==> src/verilog/nhbi_consts.vh <==
/*
 * Constants of the host bus interface: register offsets, field
 * positions, reset values, DMA cycle phases and reset timing.
 * Assumes inclusion by the bare name from files under verilog/.
 */
`ifndef NHBI_CONSTS_VH
`define NHBI_CONSTS_VH

// ****************************************
// Register offsets (4-bit register select)
// ****************************************
`define NHBI_OFS_CMD 4'h0
`define NHBI_OFS_ISR 4'h7
`define NHBI_OFS_RSAL 4'h8
`define NHBI_OFS_RSAH 4'h9
`define NHBI_OFS_TCR 4'hD
`define NHBI_OFS_DCR 4'hE
`define NHBI_OFS_IMR 4'hF

// ****************************************
// Field positions
// ****************************************
`define NHBI_CMD_STOP 0
`define NHBI_CMD_RUN 1
`define NHBI_CMD_RRD 3
`define NHBI_CMD_RWR 4
`define NHBI_ISR_RX 0
`define NHBI_ISR_TX 1
`define NHBI_ISR_DMA 6
`define NHBI_ISR_RST 7
`define NHBI_DCR_LAS 3

// ****************************************
// Reset values and interrupt status mask
// ****************************************
`define NHBI_CMD_RST 8'h01
`define NHBI_IMR_RST 8'h00
`define NHBI_DCR_RST 8'h00
`define NHBI_TCR_RST 8'h00
`define NHBI_ISR_MASK 8'h43

// ****************************************
// DMA cycle phases and reset timing
// ****************************************
`define NHBI_PH_IDLE 3'h0
`define NHBI_PH_T1 3'h1
`define NHBI_PH_T2 3'h2
`define NHBI_PH_T3 3'h3
`define NHBI_PH_TW 3'h4
`define NHBI_PH_T4 3'h5
`define NHBI_RST_DMA_CYCLE_CLOCK_CYC 4'hA

`endif

==> src/verilog/nhbi_top.v <==
/*
 * Host bus interface of a network controller: slave register port
 * with acknowledge, remote DMA latch handshakes, bus request/grant,
 * multipurpose port request / upper address strobe pin, interrupt.
 * Assumes host pins are asynchronous to mclk_i and that the DMA
 * cycle clock is far slower than mclk_i.
 */
// Function
// - Selected write strobe writes addressed register
// - Selected read strobe returns addressed register
// - Acknowledge only after access is synchronised
// - Register address ignored while not selected
// - Latch output enable during remote write
// - Write acknowledge starts remote write cycle
// - Maskable interrupt on rx, tx, DMA done
// - Status register write clears pending interrupt
// - Reset halts traffic until run bit
// - Reset affects command, mask, data, transmit config
// - Internal reset done within ten cycles
// - Bus request raised when FIFO needs service
// - Long address mode: pin strobes upper address
// - Upper address strobe floats until grant
// - Short address mode: pin is port request
// - Pin floats until data configuration written
// - READY sampled in t3 for waits
// - Four clock cycle, one per wait
// - Read acknowledge starts latch refill read
`timescale 1ns/1ps
`include "nhbi_consts.vh"

module nhbi_top (
  // Clock and reset
  input wire mclk_i,
  input wire arst_n_i,
  // Slave register port (pins)
  input wire chip_select_n_i,
  input wire slave_write_strobe_n_i,
  input wire slave_read_strobe_n_i,
  input wire [3:0] register_select_inputs_i,
  input wire [7:0] reg_wdata_i,
  output reg [7:0] reg_rdata_o,
  output wire reg_rdata_oe_o,
  output wire access_ack_n_o,
  // Remote DMA latch handshakes (pins)
  input wire latch_write_acknowledge_i,
  input wire latch_read_acknowledge_i,
  output reg latch_output_enable_n_o,
  output reg port_write_o,
  // Bus arbitration and cycle timing (pins)
  input wire master_grant_i,
  input wire ready_i,
  input wire dma_cycle_clock_i,
  output reg master_request_o,
  output reg [2:0] dma_phase_o,
  // Multipurpose pin and upper address
  output reg mp_pin_o,
  output reg mp_pin_oe_o,
  output reg [15:0] upper_addr_o,
  // Core events and status (same clock)
  input wire fifo_service_req_i,
  input wire rx_done_i,
  input wire tx_done_i,
  input wire dma_done_i,
  output reg txrx_enable_o,
  output reg core_reset_o,
  output reg [7:0] tx_config_o,
  // Interrupt
  output reg interrupt_o
);

  localparam NSYNC = 20;
  // Sync flops reset to each pin's idle level: no phantom access after reset
  localparam [NSYNC-1:0] PIN_IDLE = 20'h0_0007;
  localparam SL_IDLE = 1'b0;
  localparam SL_ACK = 1'b1;
  localparam K_LOCAL = 2'd0;
  localparam K_RWR = 2'd1;
  localparam K_RRD = 2'd2;

  // ****************************************
  // Two-flop synchronisers for all pins
  // ****************************************
  wire [NSYNC-1:0] pin_raw;
  wire [NSYNC-1:0] pin_s;
  assign pin_raw = {dma_cycle_clock_i, ready_i, master_grant_i,
                    latch_read_acknowledge_i, latch_write_acknowledge_i,
                    reg_wdata_i, register_select_inputs_i,
                    slave_read_strobe_n_i, slave_write_strobe_n_i,
                    chip_select_n_i};

  genvar gi;
  generate
    for (gi = 0; gi < NSYNC; gi = gi + 1) begin : g_sync
      reg meta_r;
      reg sync_r;
      always @(posedge mclk_i or negedge arst_n_i) begin
        if (!arst_n_i) begin
          meta_r <= PIN_IDLE[gi];
          sync_r <= PIN_IDLE[gi];
        end else begin
          meta_r <= pin_raw[gi];
          sync_r <= meta_r;
        end
      end
      assign pin_s[gi] = sync_r;
    end
  endgenerate

  wire cs_n_s = pin_s[0];
  wire wr_n_s = pin_s[1];
  wire rd_n_s = pin_s[2];
  wire [3:0] ra_s = pin_s[6:3];
  wire [7:0] wd_s = pin_s[14:7];
  wire lwack_s = pin_s[15];
  wire lrack_s = pin_s[16];
  wire grant_s = pin_s[17];
  wire ready_s = pin_s[18];
  wire dma_cycle_clock_s = pin_s[19];

  reg dma_cycle_clock_d_r;
  reg lwack_d_r;
  reg lrack_d_r;
  wire dma_cycle_clock_tick = dma_cycle_clock_s & ~dma_cycle_clock_d_r;
  wire lwack_rise = lwack_s & ~lwack_d_r;
  wire lrack_rise = lrack_s & ~lrack_d_r;

  // ****************************************
  // Registers
  // ****************************************
  reg [7:0] cmd_r;
  reg [7:0] isr_r;
  reg [7:0] imr_r;
  reg [7:0] dcr_r;
  reg [7:0] rsal_r;
  reg [7:0] rsah_r;
  reg dcr_prog_r;
  reg [3:0] rst_cnt_r;
  reg sl_state_r;
  reg sl_rd_r;
  reg rwr_pend_r;
  reg rrd_pend_r;
  reg [1:0] kind_r;
  reg ads_done_r;

  // Selected strobe in synchronised form
  function sl_strobe;
    input cs_n;
    input wr_n;
    input rd_n;
    begin
      sl_strobe = ~cs_n & (~wr_n | ~rd_n);
    end
  endfunction

  wire sl_go = (sl_state_r == SL_IDLE) && sl_strobe(cs_n_s, wr_n_s, rd_n_s);
  wire sl_wr = sl_go & ~wr_n_s;
  wire sl_rd = sl_go & wr_n_s;
  wire isr_wr = sl_wr && (ra_s == `NHBI_OFS_ISR);
  wire long_address_select = dcr_r[`NHBI_DCR_LAS];
  wire rst_busy = (rst_cnt_r != `NHBI_RST_DMA_CYCLE_CLOCK_CYC);

  // ****************************************
  // DMA cycle engine
  // ****************************************
  wire cyc_busy;
  wire cyc_done;
  wire [2:0] phase;
  wire want_remote = rwr_pend_r | rrd_pend_r;
  // Start on a bus clock edge so t1 lasts a full period
  wire cyc_start = ~cyc_busy & grant_s & master_request_o & ~rst_busy & dma_cycle_clock_tick;

  nhbi_dma_cycle u_cycle (
    .mclk_i(mclk_i),
    .arst_n_i(arst_n_i),
    .tick_i(dma_cycle_clock_tick),
    .start_i(cyc_start),
    .ready_i(ready_s),
    .busy_o(cyc_busy),
    .phase_o(phase),
    .done_o(cyc_done)
  );

  // ****************************************
  // Slave access handshake
  // ****************************************
  assign access_ack_n_o = ~(sl_state_r == SL_ACK);
  assign reg_rdata_oe_o = (sl_state_r == SL_ACK) & sl_rd_r;

  always @(posedge mclk_i or negedge arst_n_i) begin
    if (!arst_n_i) begin
      sl_state_r <= SL_IDLE;
      sl_rd_r <= 1'b0;
    end else begin
      case (sl_state_r)
        SL_IDLE: if (sl_go) begin
          sl_state_r <= SL_ACK;
          sl_rd_r <= sl_rd;
        end
        // Held until the host ends the access, one ack per access
        SL_ACK: if (cs_n_s || (wr_n_s && rd_n_s)) begin
          sl_state_r <= SL_IDLE;
        end
        default: sl_state_r <= SL_IDLE;
      endcase
    end
  end

  // Read data captured once per access, address only while selected
  always @(posedge mclk_i or negedge arst_n_i) begin
    if (!arst_n_i) begin
      reg_rdata_o <= 8'h00;
    end else if (sl_rd) begin
      if (ra_s == `NHBI_OFS_CMD) begin
        reg_rdata_o <= cmd_r;
      end else if (ra_s == `NHBI_OFS_ISR) begin
        reg_rdata_o <= {rst_busy, isr_r[6:0]};
      end else if (ra_s == `NHBI_OFS_RSAL) begin
        reg_rdata_o <= rsal_r;
      end else if (ra_s == `NHBI_OFS_RSAH) begin
        reg_rdata_o <= rsah_r;
      end else if (ra_s == `NHBI_OFS_TCR) begin
        reg_rdata_o <= tx_config_o;
      end else if (ra_s == `NHBI_OFS_DCR) begin
        reg_rdata_o <= dcr_r;
      end else if (ra_s == `NHBI_OFS_IMR) begin
        reg_rdata_o <= imr_r;
      end else begin
        reg_rdata_o <= 8'h00;
      end
    end
  end

  // ****************************************
  // Register writes
  // ****************************************
  always @(posedge mclk_i or negedge arst_n_i) begin
    if (!arst_n_i) begin
      cmd_r <= `NHBI_CMD_RST;
      imr_r <= `NHBI_IMR_RST;
      dcr_r <= `NHBI_DCR_RST;
      tx_config_o <= `NHBI_TCR_RST;
      rsal_r <= 8'h00;
      rsah_r <= 8'h00;
      dcr_prog_r <= 1'b0;
    end else if (sl_wr) begin
      if (ra_s == `NHBI_OFS_CMD) begin
        cmd_r <= wd_s;
      end else if (ra_s == `NHBI_OFS_RSAL) begin
        rsal_r <= wd_s;
      end else if (ra_s == `NHBI_OFS_RSAH) begin
        rsah_r <= wd_s;
      end else if (ra_s == `NHBI_OFS_TCR) begin
        tx_config_o <= wd_s;
      end else if (ra_s == `NHBI_OFS_DCR) begin
        dcr_r <= wd_s;
        dcr_prog_r <= 1'b1;
      end else if (ra_s == `NHBI_OFS_IMR) begin
        imr_r <= wd_s;
      end
    end
  end

  // Events win over a simultaneous clear-by-one
  always @(posedge mclk_i or negedge arst_n_i) begin
    if (!arst_n_i) begin
      isr_r <= 8'h00;
      interrupt_o <= 1'b0;
    end else begin
      isr_r <= ((isr_r & ~(isr_wr ? wd_s : 8'h00))
               | {1'b0, dma_done_i, 4'h0, tx_done_i, rx_done_i})
               & `NHBI_ISR_MASK;
      interrupt_o <= |(isr_r & imr_r);
    end
  end

  // ****************************************
  // Reset progress and run gating
  // ****************************************
  always @(posedge mclk_i or negedge arst_n_i) begin
    if (!arst_n_i) begin
      rst_cnt_r <= 4'h0;
      core_reset_o <= 1'b1;
      txrx_enable_o <= 1'b0;
      dma_cycle_clock_d_r <= 1'b0;
      lwack_d_r <= 1'b0;
      lrack_d_r <= 1'b0;
    end else begin
      dma_cycle_clock_d_r <= dma_cycle_clock_s;
      lwack_d_r <= lwack_s;
      lrack_d_r <= lrack_s;
      if (rst_busy && dma_cycle_clock_tick) begin
        rst_cnt_r <= rst_cnt_r + 4'h1;
      end
      core_reset_o <= rst_busy;
      txrx_enable_o <= cmd_r[`NHBI_CMD_RUN] & ~cmd_r[`NHBI_CMD_STOP] & ~rst_busy;
    end
  end

  // ****************************************
  // Remote DMA latch handshakes and arbitration
  // ****************************************
  always @(posedge mclk_i or negedge arst_n_i) begin
    if (!arst_n_i) begin
      rwr_pend_r <= 1'b0;
      rrd_pend_r <= 1'b0;
      kind_r <= K_LOCAL;
      master_request_o <= 1'b0;
      latch_output_enable_n_o <= 1'b1;
      port_write_o <= 1'b0;
      dma_phase_o <= `NHBI_PH_IDLE;
    end else begin
      // New acknowledge beats the clear at cycle end
      if (lwack_rise && cmd_r[`NHBI_CMD_RWR]) begin
        rwr_pend_r <= 1'b1;
      end else if (cyc_done && kind_r == K_RWR) begin
        rwr_pend_r <= 1'b0;
      end
      if (lrack_rise && cmd_r[`NHBI_CMD_RRD]) begin
        rrd_pend_r <= 1'b1;
      end else if (cyc_done && kind_r == K_RRD) begin
        rrd_pend_r <= 1'b0;
      end
      if (cyc_start) begin
        kind_r <= rwr_pend_r ? K_RWR : (rrd_pend_r ? K_RRD : K_LOCAL);
      end
      // Request dropped during a cycle so a grant tied back re-arbitrates
      master_request_o <= ~rst_busy & ~cyc_busy & ~cyc_start & ~cyc_done
                          & (fifo_service_req_i | want_remote);
      latch_output_enable_n_o <= ~(cyc_busy && kind_r == K_RWR
                                   && phase != `NHBI_PH_T1);
      port_write_o <= cyc_busy && kind_r == K_RRD
                      && (phase == `NHBI_PH_T3 || phase == `NHBI_PH_TW);
      dma_phase_o <= phase;
    end
  end

  // ****************************************
  // Multipurpose pin: port request or upper address strobe
  // ****************************************
  wire remote_on = cmd_r[`NHBI_CMD_RWR] | cmd_r[`NHBI_CMD_RRD];

  always @(posedge mclk_i or negedge arst_n_i) begin
    if (!arst_n_i) begin
      mp_pin_o <= 1'b0;
      mp_pin_oe_o <= 1'b0;
      upper_addr_o <= 16'h0000;
      ads_done_r <= 1'b0;
    end else begin
      upper_addr_o <= {rsah_r, rsal_r};
      if (!grant_s) begin
        ads_done_r <= 1'b0;
      end else if (cyc_busy && phase == `NHBI_PH_T2) begin
        ads_done_r <= 1'b1;
      end
      if (!dcr_prog_r) begin
        mp_pin_oe_o <= 1'b0;
        mp_pin_o <= 1'b0;
      end else if (long_address_select) begin
        // Strobe once per grant, during t1 of the first cycle
        mp_pin_oe_o <= grant_s;
        mp_pin_o <= grant_s & ~ads_done_r & cyc_busy & (phase == `NHBI_PH_T1);
      end else begin
        mp_pin_oe_o <= 1'b1;
        mp_pin_o <= remote_on & ~want_remote & ~cyc_busy & ~rst_busy;
      end
    end
  end

endmodule

==> src/verilog/nhbi_dma_cycle.v <==
/*
 * DMA memory cycle sequencer: t1, t2, t3, optional waits, t4,
 * one phase per rising edge of the DMA cycle clock.
 * Assumes the clock edge and READY arrive already synchronised.
 */
`timescale 1ns/1ps
`include "nhbi_consts.vh"

module nhbi_dma_cycle (
  // Clock and reset
  input wire mclk_i,
  input wire arst_n_i,
  // Control
  input wire tick_i,
  input wire start_i,
  input wire ready_i,
  // Status
  output wire busy_o,
  output wire [2:0] phase_o,
  output reg done_o
);

  reg [2:0] phase_r;
  reg [2:0] phase_nxt;

  assign phase_o = phase_r;
  assign busy_o = (phase_r != `NHBI_PH_IDLE);

  // ****************************************
  // Phase sequence
  // ****************************************
  always @* begin
    phase_nxt = phase_r;
    case (phase_r)
      `NHBI_PH_IDLE: if (start_i) phase_nxt = `NHBI_PH_T1;
      `NHBI_PH_T1: if (tick_i) phase_nxt = `NHBI_PH_T2;
      `NHBI_PH_T2: if (tick_i) phase_nxt = `NHBI_PH_T3;
      // READY looked at only in t3 and in each wait
      `NHBI_PH_T3, `NHBI_PH_TW: begin
        if (tick_i) phase_nxt = ready_i ? `NHBI_PH_TW : `NHBI_PH_T4;
      end
      `NHBI_PH_T4: if (tick_i) phase_nxt = `NHBI_PH_IDLE;
      default: phase_nxt = `NHBI_PH_IDLE;
    endcase
  end

  always @(posedge mclk_i or negedge arst_n_i) begin
    if (!arst_n_i) begin
      phase_r <= `NHBI_PH_IDLE;
      done_o <= 1'b0;
    end else begin
      phase_r <= phase_nxt;
      done_o <= (phase_r == `NHBI_PH_T4) && tick_i;
    end
  end

endmodule

==> config.mk <==
export PLATFORM = sky130hd
export DESIGN_NAME = nhbi_top
export DESIGN_NICKNAME = d
export VERILOG_FILES = /design/src/verilog/nhbi_top.v /design/src/verilog/nhbi_dma_cycle.v
export VERILOG_INCLUDE_DIRS = /design/src /design/src/verilog
export SDC_FILE = /design/constraint.sdc
export NUM_CORES = 1
export LEC_CHECK = 0
export ABC_AREA = 1
export BUFFER_PORTS_ARGS = -buffer_cell sky130_fd_sc_hd__buf_2
export CORE_ASPECT_RATIO = 1.2
export CORE_MARGIN = 1
export CORE_UTILIZATION = 46
export CTS_CLUSTER_DIAMETER = 100
export CTS_CLUSTER_SIZE = 24
export DETAILED_ROUTE_END_ITERATION = 10
export HOLD_SLACK_MARGIN = 0.1
export PLACE_DENSITY_LB_ADDON = 0.3
export SLEW_MARGIN = 5
export SYNTH_ARGS = -nofsm -noshare
export SYNTH_HDL_FRONTEND = slang
export SYNTH_SLANG_ARGS = --single-unit
==> constraint.sdc <==
create_clock -name mclk_i -period 4.5 [get_ports mclk_i]
set_clock_uncertainty 0.15 [all_clocks]
set_input_delay 0.225 -clock mclk_i [delete_from_list [all_inputs] [get_ports mclk_i]]
set_output_delay 0.225 -clock mclk_i [all_outputs]
set_load 0.005 [all_outputs]
==> results.json <==
{
  "p_total_uw": 3448,
  "p_clk_frac": 0.458,
  "cts_hold_buf": 25,
  "ir_worst_vdd_mv": 0.3245,
  "grt_max_degree": 108,
  "critPathTopFamily": "simple AND/OR/NAND/NOR gates",
  "seqPwrFrac": 0.449,
  "ctsResizeCount": 0,
  "maxCapViolations": 0,
  "start_util": 0.4713,
  "root_buffer": "clkbuf_16",
  "ioPinCount": 71,
  "cts_tree": "built",
  "cpMostUsedCell": "inv_2",
  "postCtsSetupBuffers": 0,
  "tightest_slew_ns": 0.9628,
  "place.gp.congestion": 0.8608,
  "setup_viol": 0,
  "multi_input_area_sq_um": 1555,
  "first_pass_iters": 4,
  "dp_cells": 722,
  "worst-path-buf-inv": 2,
  "wl_per_cell_um": 14.88,
  "max_stage_delay_ns": 0.61,
  "clk_latency_ns": 0.41,
  "max-clock-path-buffers": 2,
  "drc": 0,
  "grt-busiest-layer": "met2",
  "synth_compound_area_frac": 0.08877,
  "ant_nets": 0,
  "status": "complete, no violations",
  "p_leak_uw": 0.003421,
  "layout_common_cells": "nand2_1, dfrtp_1, buf_2",
  "ys_types": 38,
  "use_met2": 0.3503,
  "cts_max_level": 4,
  "syn-cell-area_sq_um": 5426,
  "place_area_sq_um": 5928,
  "crit_type": "flop to flop",
  "yosys_warnings": 0,
  "dp_hpwl_mm": 7.713,
  "nets": 637,
  "fin_ws_ns": 2.264,
  "syn_inst": 503,
  "slowest_stage": "nor2_1",
  "grt_pass1_vias": 3950,
  "preCtsSetupSlack_ns": 2.247,
  "slew_viol_final": 0,
  "n_fill_cell": 983,
  "rows": 43,
  "clkSlewWorstSetupHoldPaths_ns": 0.05,
  "die_x_um": 101.2,
  "antennaDiodeCount": 0,
  "cp-start-kind": "flop",
  "die_h_um": 121.0,
  "io_buffers": 70,
  "grt_remaining_overflow": 0,
  "finalCritPeriodShare": 0.4968,
  "rsz0062_at_grt": "false",
  "grt_usage": 0.2145,
  "arrival_ns": 2.42,
  "powerDensity_nw_per_um2": 503.5,
  "drive_above_1_share": 0.2492,
  "max_slew_margin": 0.3582,
  "die_area_sq_um": 12240,
  "ys_ff_latch": 145,
  "synth_top_family_by_area": "simple AND/OR/NAND/NOR gates",
  "synth_simple_gate_area_frac": 0.1884,
  "syn_nets": 531,
  "switching_power_uw": 786.4,
  "min_path_type": "flop to flop",
  "final_area_sq_um": 6848,
  "grt_pass1_wl_mm": 19.32,
  "wl_mm": 11.59,
  "yosys.area_share.xor_xnor": 0.004842,
  "muxShareOfSynthArea": 0,
  "vias_per_cell": 4.896,
  "grt_util_met1": 0.2555,
  "swShare": 0.2281,
  "first_iter_violations": 216,
  "area_growth_pct": 26.19,
  "clock_sinks": 145,
  "path_cells": "inv_2 -> nand3_1 -> nor2_1 -> inv_2 -> nand3_2 -> nand2_1 -> o21ai_2",
  "power.internal_uw": 2661,
  "yosysSeqAreaShare": 0.6707,
  "setup_tns_ns": 0,
  "avgSynthCellArea_sq_um": 10.79,
  "fin_crit_ns": 2.236,
  "hold_viol": 0,
  "stdcell_count": 779,
  "synthAdderAreaFrac": 0.004611,
  "coreArea_sq_um": 11510,
  "vias": 3814,
  "final_common_cell": "nand2_1",
  "use_met3": 0.06221,
  "cts_buffers": 17,
  "antenna_found_initial": 0,
  "end_kind": "flop",
  "crit_required_ns": 4.68,
  "combPwrFrac": 0.093,
  "worstPathMaxFanout": 16,
  "regArea_sq_um": 3640,
  "max_freq_ghz": 0.4473
}
[cells in the mapped netlist]
cell type | number | area share
buf_4 | 1 | 0.0014
nand2_2 | 5 | 0.0058
inv_1 | 40 | 0.028
o21ai_1 | 38 | 0.035
nor3_4 | 1 | 0.0030
nand4_1 | 7 | 0.0081
o211ai_1 | 4 | 0.0055
nor2_8 | 1 | 0.0037
dfrtp_1 | 136 | 0.63
nor3_1 | 7 | 0.0065
buf_2 | 5 | 0.0046
a21oi_4 | 1 | 0.0030
nor3_2 | 1 | 0.0018
nor4_1 | 2 | 0.0023
buf_6 | 2 | 0.0042
nand3_4 | 1 | 0.0032
or2_0 | 3 | 0.0035
nand2_4 | 2 | 0.0042
nor2_1 | 21 | 0.015
or2_2 | 6 | 0.0069
nand4_4 | 1 | 0.0039
inv_2 | 6 | 0.0042
nand3_2 | 1 | 0.0018
nor2_4 | 1 | 0.0021
nand3b_1 | 2 | 0.0028
nor3b_1 | 2 | 0.0028
and3_1 | 1 | 0.0012
o21ai_0 | 8 | 0.0074
dfstp_2 | 9 | 0.044
nand3_1 | 9 | 0.0083
nor2_2 | 4 | 0.0046
clkbuf_1 | 1 | 0.00069
o21ai_2 | 16 | 0.026
xor2_1 | 3 | 0.0048
o21bai_1 | 2 | 0.0028
ha_1 | 2 | 0.0046
nand2_1 | 141 | 0.098
a21oi_1 | 10 | 0.0092
[flip-flops by register name, indices dropped and copies added, names as in the netlist, 2 cells and up]
| register | flops |
|---|---|
| g_sync.sync_r | 18 |
| tx_config_o | 8 |
| imr_r | 8 |
| reg_rdata_o | 8 |
| rst_cnt_r | 4 |
| rsal_r | 8 |
| g_sync.meta_r | 20 |
| isr_r | 3 |
| kind_r | 2 |
| rsah_r | 8 |
| cmd_r | 8 |
| dma_phase_o | 3 |
| u_cycle.phase_o | 3 |
| upper_addr_o | 16 |
| dcr_r | 8 |
[power by group through the flow]
stage / Clock (uW) / Combinational, uW / Sequential [uW]
floorplan: 0 / 173 / 1550
global placement: 0 / 293 / 1570
detailed placement: 0 / 306 / 1570
CTS: 1610 / 326 / 1550
global route: 1670 / 372 / 1570
finish: 1580 / 321 / 1550
[worst register-to-register path: stages (launching register included)]
cell and delay, ns:
dfrtp_1 0.44, inv_2 0.18, nand3_1 0.09, nor2_1 0.61, inv_2 0.17, nand3_2 0.34, nand2_1 0.12, o21ai_2 0.07
[metal layers]
layer | wire length (um) | vias to the layer above | share of wire
met5 | 0 | - | 0
met4 | 363 | 0 | 0.031
met3 | 559 | 31 | 0.048
met2 | 5858 | 100 | 0.51
met1 | 4809 | 1850 | 0.41
li1 | - | 1833 | -
[final timing paths]
kind / from / to / slack, ns / cells past startpoint
max: g_sync[3].sync_r / imr_r[5] / 2.26 / 7
min: g_sync[16].meta_r / g_sync[16].sync_r / 0.20 / 0
max reg2reg: g_sync[3].sync_r / imr_r[5] / 2.26 / 7
min reg2reg: g_sync[16].meta_r / g_sync[16].sync_r / 0.20 / 0
max in group asynchronous: arst_n_i / imr_r[2] / 2.83 / 3
min in group asynchronous: arst_n_i / dma_cycle_clock_d_r / 0.33 / 2
[cell families after synthesis]
logic type	Yosys count
and+or+nand+nor	219
AOI/OAI and AO/OA	79
adders and majority gates	2
DFF	145
xor gates and xnor gates	3
buffers and inverters	55
[stage by stage]
| stage | utilization | hold WS, ns |
|---|---|---|
| floorplan | - | -0.2206 |
| global placement | 0.5149 | 0.1807 |
| detailed placement | 0.5149 | 0.1814 |
| CTS | 0.5948 | 0.1987 |
| global route | 0.5948 | 0.1993 |
| finish | 0.5948 | 0.1971 |
[layout make-up]
cell class                 count  area share
sequential                   145      0.5315
inverter                      46     0.02521
timing repair buffer          96     0.08971
tap                          157     0.02869
clock buffer                  23     0.06834
multi-input combinational    303      0.2271
clock inverter                 9     0.02942
(Power assumes the default switching activity.)
